--- src/pkg/pfp_cfg.svh ---
// Summary of operation
// - Modes 4, 8, 11 use bits 4:0 as the partner port index.
// - Bits 7:5 are exponent N; averaging count is two to the N, 1 to 128.
// - ADC modes only: average that many conversions, then write one result.
// - Range field picks input range in input modes, output range in output modes.
// - Code 001 is 0 to +10 V, 010 is -5 to +5 V, 011 is -10 to 0 V.
// - DAC related modes are 1, 3, 4, 5, 6 and 10.
`ifndef PFP_CFG_SVH
`define PFP_CFG_SVH

// =====================================================================
// Sizes
`define PFP_NPORT        20
`define PFP_REG_W        12
`define PFP_ADDR_W       5
`define PFP_MODE_W       4
`define PFP_ADC_W        12
`define PFP_MAX_PORT     5'h13

// =====================================================================
// Field layout and reset value
`define PFP_PARTNER_MSB  4
`define PFP_PARTNER_LSB  0
`define PFP_EXP_MSB      7
`define PFP_EXP_LSB      5
`define PFP_RANGE_MSB    10
`define PFP_RANGE_LSB    8
`define PFP_CFG_RST      12'h000

// =====================================================================
// Mode classes, one bit per mode number
`define PFP_DAC_MODES    16'h047a
`define PFP_ADC_MODES    16'h0780
`define PFP_PAIR_MODES   16'h0910

// =====================================================================
// Range codes
`define PFP_RC_NONE      3'h0
`define PFP_RC_0_P10     3'h1
`define PFP_RC_M5_P5     3'h2
`define PFP_RC_M10_0     3'h3

`endif

--- src/pkg/pfp_pkg.sv ---
`include "pfp_cfg.svh"

package pfp_pkg;

  typedef enum logic [2:0] {
    PFP_RNG_OFF,
    PFP_RNG_0_P10,
    PFP_RNG_M5_P5,
    PFP_RNG_M10_0,
    PFP_RNG_OTHER
  } pfp_range_t;

  typedef logic [`PFP_REG_W-1:0] pfp_cfg_t;

  function automatic logic [4:0] pfp_partner(input pfp_cfg_t c);
    pfp_partner = c[`PFP_PARTNER_MSB:`PFP_PARTNER_LSB];
  endfunction : pfp_partner

  function automatic logic [2:0] pfp_exp(input pfp_cfg_t c);
    pfp_exp = c[`PFP_EXP_MSB:`PFP_EXP_LSB];
  endfunction : pfp_exp

  function automatic logic [2:0] pfp_range(input pfp_cfg_t c);
    pfp_range = c[`PFP_RANGE_MSB:`PFP_RANGE_LSB];
  endfunction : pfp_range

  function automatic logic pfp_in_class(input logic [15:0] mask,
                                        input logic [`PFP_MODE_W-1:0] mode);
    pfp_in_class = mask[mode];
  endfunction : pfp_in_class

endpackage : pfp_pkg

--- src/rtl/pfp_rng.sv ---
`timescale 1ns/1ps
`include "pfp_cfg.svh"

module pfp_rng
  import pfp_pkg::*;
(
  input  wire logic [2:0] range_code,
  input  wire logic       is_input,
  input  wire logic       is_output,
  input  wire logic       is_analog,
  output pfp_range_t      in_range,
  output pfp_range_t      out_range,
  output logic            code_bad
);

  pfp_range_t dec_range;

  // =====================================================================
  // Code decode, shared by inputs and outputs
  always_comb
  begin
    case (range_code)
      `PFP_RC_NONE:  dec_range = PFP_RNG_OFF;
      `PFP_RC_0_P10: dec_range = PFP_RNG_0_P10;
      `PFP_RC_M5_P5: dec_range = PFP_RNG_M5_P5;
      `PFP_RC_M10_0: dec_range = PFP_RNG_M10_0;
      default:       dec_range = PFP_RNG_OTHER;
    endcase
  end

  always_comb
  begin
    in_range  = is_input  ? dec_range : PFP_RNG_OFF;
    out_range = is_output ? dec_range : PFP_RNG_OFF;
    // Flag only; the value is still stored as written
    code_bad  = is_analog && (range_code == `PFP_RC_NONE);
  end

endmodule : pfp_rng

--- src/rtl/pfp_avg.sv ---
`timescale 1ns/1ps
`include "pfp_cfg.svh"

module pfp_avg
  import pfp_pkg::*;
#(
  parameter int NPORT = `PFP_NPORT,
  parameter int DW    = `PFP_ADC_W,
  parameter int EXPW  = 3
)
(
  input  wire logic             clk_sys,
  input  wire logic             rst_b,
  input  wire logic [NPORT-1:0] adc_en,
  input  wire logic             clr_valid,
  input  wire logic [4:0]       clr_port,
  input  wire logic             smp_valid,
  input  wire logic [4:0]       smp_port,
  input  wire logic [DW-1:0]    smp_data,
  input  wire logic [EXPW-1:0]  smp_exp,
  output logic                  res_valid,
  output logic [4:0]            res_port,
  output logic [DW-1:0]         res_data
);

  localparam int ACCW = DW + (2**EXPW) - 1;
  localparam int CNTW = 2**EXPW;

  // =====================================================================
  // Elaboration check
  // Port index is five bits wide; a zero-width exponent makes no sense
  if ((NPORT < 1) || (NPORT > 32) || (EXPW < 1))
  begin : g_bad_param
    $error("pfp_avg: NPORT or EXPW out of range");
  end

  logic [ACCW-1:0] acc_ff [NPORT];
  logic [ACCW-1:0] nxt_acc [NPORT];
  logic [CNTW-1:0] cnt_ff [NPORT];
  logic [CNTW-1:0] nxt_cnt [NPORT];
  logic            res_valid_ff;
  logic            nxt_res_valid;
  logic [4:0]      res_port_ff;
  logic [4:0]      nxt_res_port;
  logic [DW-1:0]   res_data_ff;
  logic [DW-1:0]   nxt_res_data;

  // =====================================================================
  // Accumulate and dump
  always_comb
  begin
    logic [ACCW-1:0] sum;
    logic [CNTW-1:0] tgt;
    sum = '0;
    tgt = '0;
    nxt_res_valid = 1'b0;
    nxt_res_port  = res_port_ff;
    nxt_res_data  = res_data_ff;
    for (int p = 0; p < NPORT; p++)
    begin
      nxt_acc[p] = adc_en[p] ? acc_ff[p] : '0;
      nxt_cnt[p] = adc_en[p] ? cnt_ff[p] : '0;
    end
    // A rewrite restarts the run, so no result mixes two settings
    if (clr_valid && (32'(clr_port) < NPORT))
    begin
      nxt_acc[clr_port] = '0;
      nxt_cnt[clr_port] = '0;
    end
    if (smp_valid && (32'(smp_port) < NPORT) && adc_en[smp_port]
        && !(clr_valid && (clr_port == smp_port)))
    begin
      sum = acc_ff[smp_port] + ACCW'(smp_data);
      tgt = CNTW'(1) << smp_exp;
      if (CNTW'(cnt_ff[smp_port] + 1'b1) == tgt)
      begin
        nxt_res_valid          = 1'b1;
        nxt_res_port           = smp_port;
        nxt_res_data           = DW'(sum >> smp_exp);
        nxt_acc[smp_port]      = '0;
        nxt_cnt[smp_port]      = '0;
      end
      else
      begin
        nxt_acc[smp_port] = sum;
        nxt_cnt[smp_port] = CNTW'(cnt_ff[smp_port] + 1'b1);
      end
    end
  end

  always_ff @(posedge clk_sys or negedge rst_b)
  begin
    if (!rst_b)
    begin
      for (int p = 0; p < NPORT; p++)
      begin
        acc_ff[p] <= '0;
        cnt_ff[p] <= '0;
      end
      res_valid_ff <= 1'b0;
      res_port_ff  <= '0;
      res_data_ff  <= '0;
    end
    else
    begin
      acc_ff       <= nxt_acc;
      cnt_ff       <= nxt_cnt;
      res_valid_ff <= nxt_res_valid;
      res_port_ff  <= nxt_res_port;
      res_data_ff  <= nxt_res_data;
    end
  end

  assign res_valid = res_valid_ff;
  assign res_port  = res_port_ff;
  assign res_data  = res_data_ff;

endmodule : pfp_avg

--- src/rtl/pfp_top.sv ---
`timescale 1ns/1ps
`include "pfp_cfg.svh"

module pfp_top
  import pfp_pkg::*;
#(
  parameter int NPORT = `PFP_NPORT
)
(
  input  wire logic                            clk_sys,
  input  wire logic                            rst_b,
  input  wire logic                            reg_wr_en,
  input  wire logic                            reg_rd_en,
  input  wire logic [`PFP_ADDR_W-1:0]          reg_addr,
  input  wire logic [`PFP_REG_W-1:0]           reg_wdata,
  output logic      [`PFP_REG_W-1:0]           reg_rdata,
  output logic                                 reg_rvalid,
  input  wire logic [NPORT*`PFP_MODE_W-1:0]    port_mode_flat,
  output logic      [NPORT-1:0]                partner_valid,
  output logic      [NPORT*5-1:0]              partner_idx_flat,
  output logic      [NPORT*8-1:0]              avg_count_flat,
  output logic      [NPORT*3-1:0]              in_range_flat,
  output logic      [NPORT*3-1:0]              out_range_flat,
  output logic      [NPORT-1:0]                range_err,
  input  wire logic                            adc_smp_valid,
  input  wire logic [4:0]                      adc_smp_port,
  input  wire logic [`PFP_ADC_W-1:0]           adc_smp_data,
  output logic                                 adc_res_valid,
  output logic      [4:0]                      adc_res_port,
  output logic      [`PFP_ADC_W-1:0]           adc_res_data
);

  // =====================================================================
  // Elaboration check
  // Port index is five bits wide, so 32 ports is the ceiling
  if ((NPORT < 1) || (NPORT > 32))
  begin : g_bad_nport
    $error("pfp_top: NPORT must lie between 1 and 32");
  end

  // =====================================================================
  // Declarations
  pfp_cfg_t                  cfg_ff [NPORT];
  pfp_cfg_t                  nxt_cfg [NPORT];
  logic [`PFP_REG_W-1:0]     rdata_ff;
  logic [`PFP_REG_W-1:0]     nxt_rdata;
  logic                      rvalid_ff;
  logic                      nxt_rvalid;

  logic [`PFP_MODE_W-1:0]    mode [NPORT];
  logic [NPORT-1:0]          is_adc;
  logic [NPORT-1:0]          is_dac;
  logic [NPORT-1:0]          is_pair;
  pfp_range_t                in_rng [NPORT];
  pfp_range_t                out_rng [NPORT];
  logic [NPORT-1:0]          rng_bad;

  logic [NPORT-1:0]          pv_ff;
  logic [NPORT-1:0]          nxt_pv;
  logic [NPORT*5-1:0]        pidx_ff;
  logic [NPORT*5-1:0]        nxt_pidx;
  logic [NPORT*8-1:0]        cnt_ff;
  logic [NPORT*8-1:0]        nxt_cnt;
  logic [NPORT*3-1:0]        inr_ff;
  logic [NPORT*3-1:0]        nxt_inr;
  logic [NPORT*3-1:0]        outr_ff;
  logic [NPORT*3-1:0]        nxt_outr;
  logic [NPORT-1:0]          rerr_ff;
  logic [NPORT-1:0]          nxt_rerr;

  logic                      addr_hit;
  logic                      wr_hit;
  logic                      smp_hit;
  logic [2:0]                smp_exp;

  // =====================================================================
  // Mode classes per port
  always_comb
  begin
    for (int i = 0; i < NPORT; i++)
    begin
      mode[i]    = port_mode_flat[i*`PFP_MODE_W +: `PFP_MODE_W];
      is_adc[i]  = pfp_in_class(`PFP_ADC_MODES, mode[i]);
      is_dac[i]  = pfp_in_class(`PFP_DAC_MODES, mode[i]);
      is_pair[i] = pfp_in_class(`PFP_PAIR_MODES, mode[i]);
    end
  end

  // =====================================================================
  // Range decode per port
  for (genvar g = 0; g < NPORT; g++)
  begin : g_rng
    pfp_rng u_rng (
      .range_code (pfp_range(cfg_ff[g])),
      .is_input   (is_adc[g]),
      .is_output  (is_dac[g]),
      .is_analog  (is_adc[g] | is_dac[g]),
      .in_range   (in_rng[g]),
      .out_range  (out_rng[g]),
      .code_bad   (rng_bad[g])
    );
  end

  // =====================================================================
  // Register file access
  always_comb
  begin
    addr_hit   = (32'(reg_addr) < NPORT);
    wr_hit     = reg_wr_en && addr_hit;
    nxt_cfg    = cfg_ff;
    nxt_rdata  = rdata_ff;
    nxt_rvalid = reg_rd_en;
    if (wr_hit)
    begin
      nxt_cfg[reg_addr] = reg_wdata;
    end
    if (reg_rd_en)
    begin
      // Unmapped index answers zero
      nxt_rdata = addr_hit ? cfg_ff[reg_addr] : '0;
    end
  end

  always_ff @(posedge clk_sys or negedge rst_b)
  begin
    if (!rst_b)
    begin
      for (int i = 0; i < NPORT; i++)
      begin
        cfg_ff[i] <= `PFP_CFG_RST;
      end
      rdata_ff  <= '0;
      rvalid_ff <= 1'b0;
    end
    else
    begin
      cfg_ff    <= nxt_cfg;
      rdata_ff  <= nxt_rdata;
      rvalid_ff <= nxt_rvalid;
    end
  end

  // =====================================================================
  // Per-port decoded settings
  always_comb
  begin
    logic [4:0] ptr;
    logic [2:0] ex;
    ptr      = '0;
    ex       = '0;
    nxt_pv   = '0;
    nxt_pidx = '0;
    nxt_cnt  = '0;
    nxt_inr  = '0;
    nxt_outr = '0;
    nxt_rerr = '0;
    for (int i = 0; i < NPORT; i++)
    begin
      ptr = pfp_partner(cfg_ff[i]);
      ex  = pfp_exp(cfg_ff[i]);
      // Out-of-range partner would address a port that does not exist
      if (is_pair[i] && (ptr <= `PFP_MAX_PORT) && (32'(ptr) < NPORT))
      begin
        nxt_pv[i]          = 1'b1;
        nxt_pidx[i*5 +: 5] = ptr;
      end
      // Shown for every port; used only where the mode is ADC
      nxt_cnt[i*8 +: 8]  = 8'h01 << ex;
      nxt_inr[i*3 +: 3]  = 3'(in_rng[i]);
      nxt_outr[i*3 +: 3] = 3'(out_rng[i]);
      nxt_rerr[i]        = rng_bad[i];
    end
  end

  always_ff @(posedge clk_sys or negedge rst_b)
  begin
    if (!rst_b)
    begin
      pv_ff   <= '0;
      pidx_ff <= '0;
      cnt_ff  <= '0;
      inr_ff  <= '0;
      outr_ff <= '0;
      rerr_ff <= '0;
    end
    else
    begin
      pv_ff   <= nxt_pv;
      pidx_ff <= nxt_pidx;
      cnt_ff  <= nxt_cnt;
      inr_ff  <= nxt_inr;
      outr_ff <= nxt_outr;
      rerr_ff <= nxt_rerr;
    end
  end

  // =====================================================================
  // Sample averaging
  always_comb
  begin
    smp_hit = (32'(adc_smp_port) < NPORT);
    smp_exp = smp_hit ? pfp_exp(cfg_ff[adc_smp_port]) : 3'h0;
  end

  pfp_avg #(
    .NPORT (NPORT),
    .DW    (`PFP_ADC_W),
    .EXPW  (3)
  ) u_avg (
    .clk_sys   (clk_sys),
    .rst_b     (rst_b),
    .adc_en    (is_adc),
    .clr_valid (wr_hit),
    .clr_port  (reg_addr),
    .smp_valid (adc_smp_valid),
    .smp_port  (adc_smp_port),
    .smp_data  (adc_smp_data),
    .smp_exp   (smp_exp),
    .res_valid (adc_res_valid),
    .res_port  (adc_res_port),
    .res_data  (adc_res_data)
  );

  // =====================================================================
  // Outputs
  assign reg_rdata        = rdata_ff;
  assign reg_rvalid       = rvalid_ff;
  assign partner_valid    = pv_ff;
  assign partner_idx_flat = pidx_ff;
  assign avg_count_flat   = cnt_ff;
  assign in_range_flat    = inr_ff;
  assign out_range_flat   = outr_ff;
  assign range_err        = rerr_ff;

endmodule : pfp_top

--- config.mk ---
export PLATFORM = sky130hd
export DESIGN_NAME = pfp_top
export DESIGN_NICKNAME = d
export VERILOG_FILES = /design/src/pkg/pfp_pkg.sv /design/src/rtl/pfp_rng.sv /design/src/rtl/pfp_avg.sv /design/src/rtl/pfp_top.sv
export VERILOG_INCLUDE_DIRS = /design/src /design/src/pkg
export SDC_FILE = /design/constraint.sdc
export NUM_CORES = 2
export LEC_CHECK = 0
export BUFFER_PORTS_ARGS = -buffer_cell sky130_fd_sc_hd__buf_4
export CORE_ASPECT_RATIO = 0.9
export CORE_MARGIN = 10
export CORE_UTILIZATION = 55
export DETAILED_ROUTE_END_ITERATION = 10
export PLACE_DENSITY_LB_ADDON = 0.2
export SLEW_MARGIN = 20
export SYNTH_ARGS = -nofsm -noshare
export SYNTH_HDL_FRONTEND = slang
export SYNTH_HIERARCHICAL = 1
export SYNTH_SLANG_ARGS = --single-unit
export TNS_END_PERCENT = 20
--- constraint.sdc ---
create_clock -name clk_sys -period 10.25 [get_ports clk_sys]
set_clock_uncertainty 0.2 [all_clocks]
set_input_delay 1.025 -clock clk_sys [delete_from_list [all_inputs] [get_ports clk_sys]]
set_output_delay 1.025 -clock clk_sys [all_outputs]
set_load 0.05 [all_outputs]
==> metrics.yaml <==
global_route:
  grtUsageTotal_pct: 31.6
  grt_pass1_vias: 40200
  grt_antenna_before_repair: 17
  grt_first_pass_wirelength_mm: 272
  grt-ovfl-total: 0
  grt_max_degree: 197
detailed_routing:
  drtAntennaViolNets: 0
  wl_mm: 184
  wire_per_inst_um: 30.2
  post-route-drc-count: 0
  vias: 40100
  initialDrtViolationCount: 4793
  firstDrtPassIters: 6
  avgViaCountPerCell: 6.56
clocking:
  cts.sinks: 1231
  cts_hold_buf: 0
  clock_latency_ns: 0.76
  clk_pin_slew_ns: 0.06
  cts-root-buf: "clkbuf_16"
  cts_buffers: 130
  cts_tree: "built"
  post_cts_resized: 0
  cts_buffer_depth: 3
  htree_levels: 4
  post_cts_buffers: 0
place:
  post-dp-hpwl_mm: 125
  place_area_sq_mm: 0.0608
  post-place-ws_ns: 3.01
  gp_routability_congestion: 0.904
  portBuffers: 569
  place_inst: 5877
sta:
  fmax_ghz: 0.148
  rsz0062_at_grt: "no"
  post-route-period-util_pct: 65.7
  tns_ns: 0
  tightest_slew_ns: 1.19
  maxSlewViolCount: 0
  finalWorstSetupSlack_ns: 3.51
  slew_headroom_pct: 20.7
  final_hold_viol_count: 0
  setup_viol_count_final: 0
  period_needed_ns: 6.74
status:
  status: "complete, no violations"
yosys:
  netlist_top_cells_area: "dfrtp_1 (56%), a22o_1 (8.1%), mux4_2 (5.7%)"
  yosysUniqueCellTypes: 88
  synth.avg_cell_area_sq_um: 13.1
  seq_area_frac_synth_pct: 55.7
  yosys.area_share.xor_xnor_pct: 0.531
  synth_ff_type: "dfrtp_1"
  synthAdderAreaFrac_pct: 1.69
  synthSimpleGateAreaFrac_pct: 10.8
  synth_top_area_cell: "dfrtp_1"
  yosysWarningCount: 6
  muxShareOfSynthArea_pct: 15.1
  synthArstFlopShare_pct: 100
  synth_edf_count: 0
  ys_ff_latch: 1231
  syn_area_sq_mm: 0.0553
  synth_top_family_by_area: "multiplexers"
  synth_nets: 4402
  synth_top_area_share_pct: 55.7
  netlist_instances: 4209
  synth_compound_gate_area_share_pct: 12.9
layout:
  instances_no_fill: 6114
  drive_above_1_share_pct: 31.3
  fill_cells: 7425
  stdcell_area_sq_mm: 0.0653
  nets: 4859
  syn2layout_area_growth_pct: 18.0
floorplanning:
  coreArea_sq_mm: 0.0999
  design.die.area_sq_mm: 0.114
  start_util_pct: 55.4
  die_h_um: 321
  io_pins: 570
  rows: 110
  die_w_um: 354
setup_path:
  crit_top_cell: "buf_4"
  crit_slowest_cell: "o221ai_2"
  crit_family: "buffers and inverters"
  crit_chain: "clkbuf_8 -> mux4_2 -> mux2i_1 -> o221ai_2 -> clkinv_1 -> and3_1 -> xnor3_1 -> a2111oi_4 -> a21oi_4 -> buf_4 -> buf_4 -> a22o_1"
  critPathArrivalTime_ns: 7.22
  cp_num_buf_inv: 4
  path_max_fanout: 68
  critPathCaptureType: "register"
  required_ns: 10.73
  path_class: "in2reg"
  critPathMaxStageDelay_ns: 0.95
  start_kind: "input port"
pwr:
  peakVddDrop_mv: 0.156
  p_leak_nw: 31.6
  p_total_mw: 13.1
  p_per_area_mw_per_mm2: 200
flow_run:
  drv_cap: 0
worst_hold_path:
  hp-class: "in2async"
stage by stage:
step	util, %	hold WS [ns]
3_5_place_dp	60.8	0.264
2_1_floorplan	-	0.243
5_1_grt	65.3	0.155
3_3_place_gp	60.8	0.256
4_1_cts	65.3	0.128
6_report	65.4	0.103
path summary, 6_finish.rpt:
path                                  from                    to  slack [ns]  cells past startpoint
setup reg to reg               cfg_ff[114]      u_avg/acc_ff[44]        3.59                     11
setup / recovery           adc_smp_port[0]      u_avg/acc_ff[44]        3.51                     12
max in group asynchronous            rst_b  partner_idx_flat[76]        7.41                      4
hold / removal                       rst_b     u_avg/cnt_ff[127]        0.10                      1
hold reg to reg            u_avg/cnt_ff[5]       u_avg/cnt_ff[5]        0.28                      2
min in group clk_sys       u_avg/cnt_ff[5]       u_avg/cnt_ff[5]        0.28                      2
flip-flops by register name, indices dropped and copies added (netlist names), 5 cells and up:
register and flops:
u_avg/acc_ff 380, cfg_ff 240, avg_count_flat 160, u_avg/cnt_ff 160, partner_idx_flat 100, in_range_flat 60
out_range_flat 60, partner_valid 20, range_err 20, reg_rdata 12, u_avg/res_data 12, u_avg/res_port 5
layout make-up:
type	instances	area [sq um]	share of cell area, %
Multi-Input combinational cell	2584	23100	35.3
Timing Repair Buffer	647	5010	7.67
Antenna cell	7	17.5	0.0268
Sequential cell	1231	30800	47.2
Clock buffer	190	3900	5.97
Clock inverter	39	566	0.866
Tap cell	1344	1680	2.58
Inverter	72	270	0.414
cells in the mapped netlist, drive strengths merged (73+ instances only):
| library cell | count |
|---|---|
| dfrtp | 1231 |
| a22o | 512 |
| mux2 | 268 |
| nor2 | 216 |
| mux2i | 215 |
| clkbuf | 194 |
| and2 | 148 |
| mux4 | 141 |
| buf | 128 |
| and3b | 121 |
| nand2 | 114 |
| a21oi | 73 |
| ha | 73 |
| o21ai | 73 |
power by group:
| group | internal, mW | total [mW] | switching (mW) |
|---|---|---|---|
| registers | 5.24 | 5.73 | 0.483 |
| logic | 0.805 | 2.40 | 1.59 |
| clock network | 2.92 | 4.93 | 2.01 |
| total | 8.97 | 13.1 | 4.09 |
cell usage in the layout (no fill, tap or decap), drive strengths merged, types with 58 or more instances in the layout:
| cell type | instances |
|---|---|
| dfrtp | 1231 |
| o22ai | 58 |
| mux2 | 268 |
| o21ai | 73 |
| inv | 77 |
| and2 | 148 |
| and3b | 121 |
| nor3b | 64 |
| nand2 | 114 |
| a21oi | 73 |
| a22o | 512 |
| ha | 73 |
| mux4 | 141 |
| clkbuf | 191 |
| mux2i | 215 |
| nor2 | 216 |
| buf | 646 |
cell families after synthesis:
kind of cell	after synthesis
adders and majority gates	74
buffers and inverters	394
AOI/OAI and AO/OA	897
muxes	624
and+or+nand+nor	962
DFF	1231
xor gates and xnor gates	27
layer usage:
layer | track usage [%] | wire length [um] | up-vias
li1 | - | - | 16500
met1 | 44.0 | 74700 | 20800
met2 | 46.7 | 81800 | 2430
met3 | 10.7 | 22300 | 350
met4 | 9.79 | 5650 | 6
met5 | 0 | 47 | -
Power figures use the tool's default switching activity.
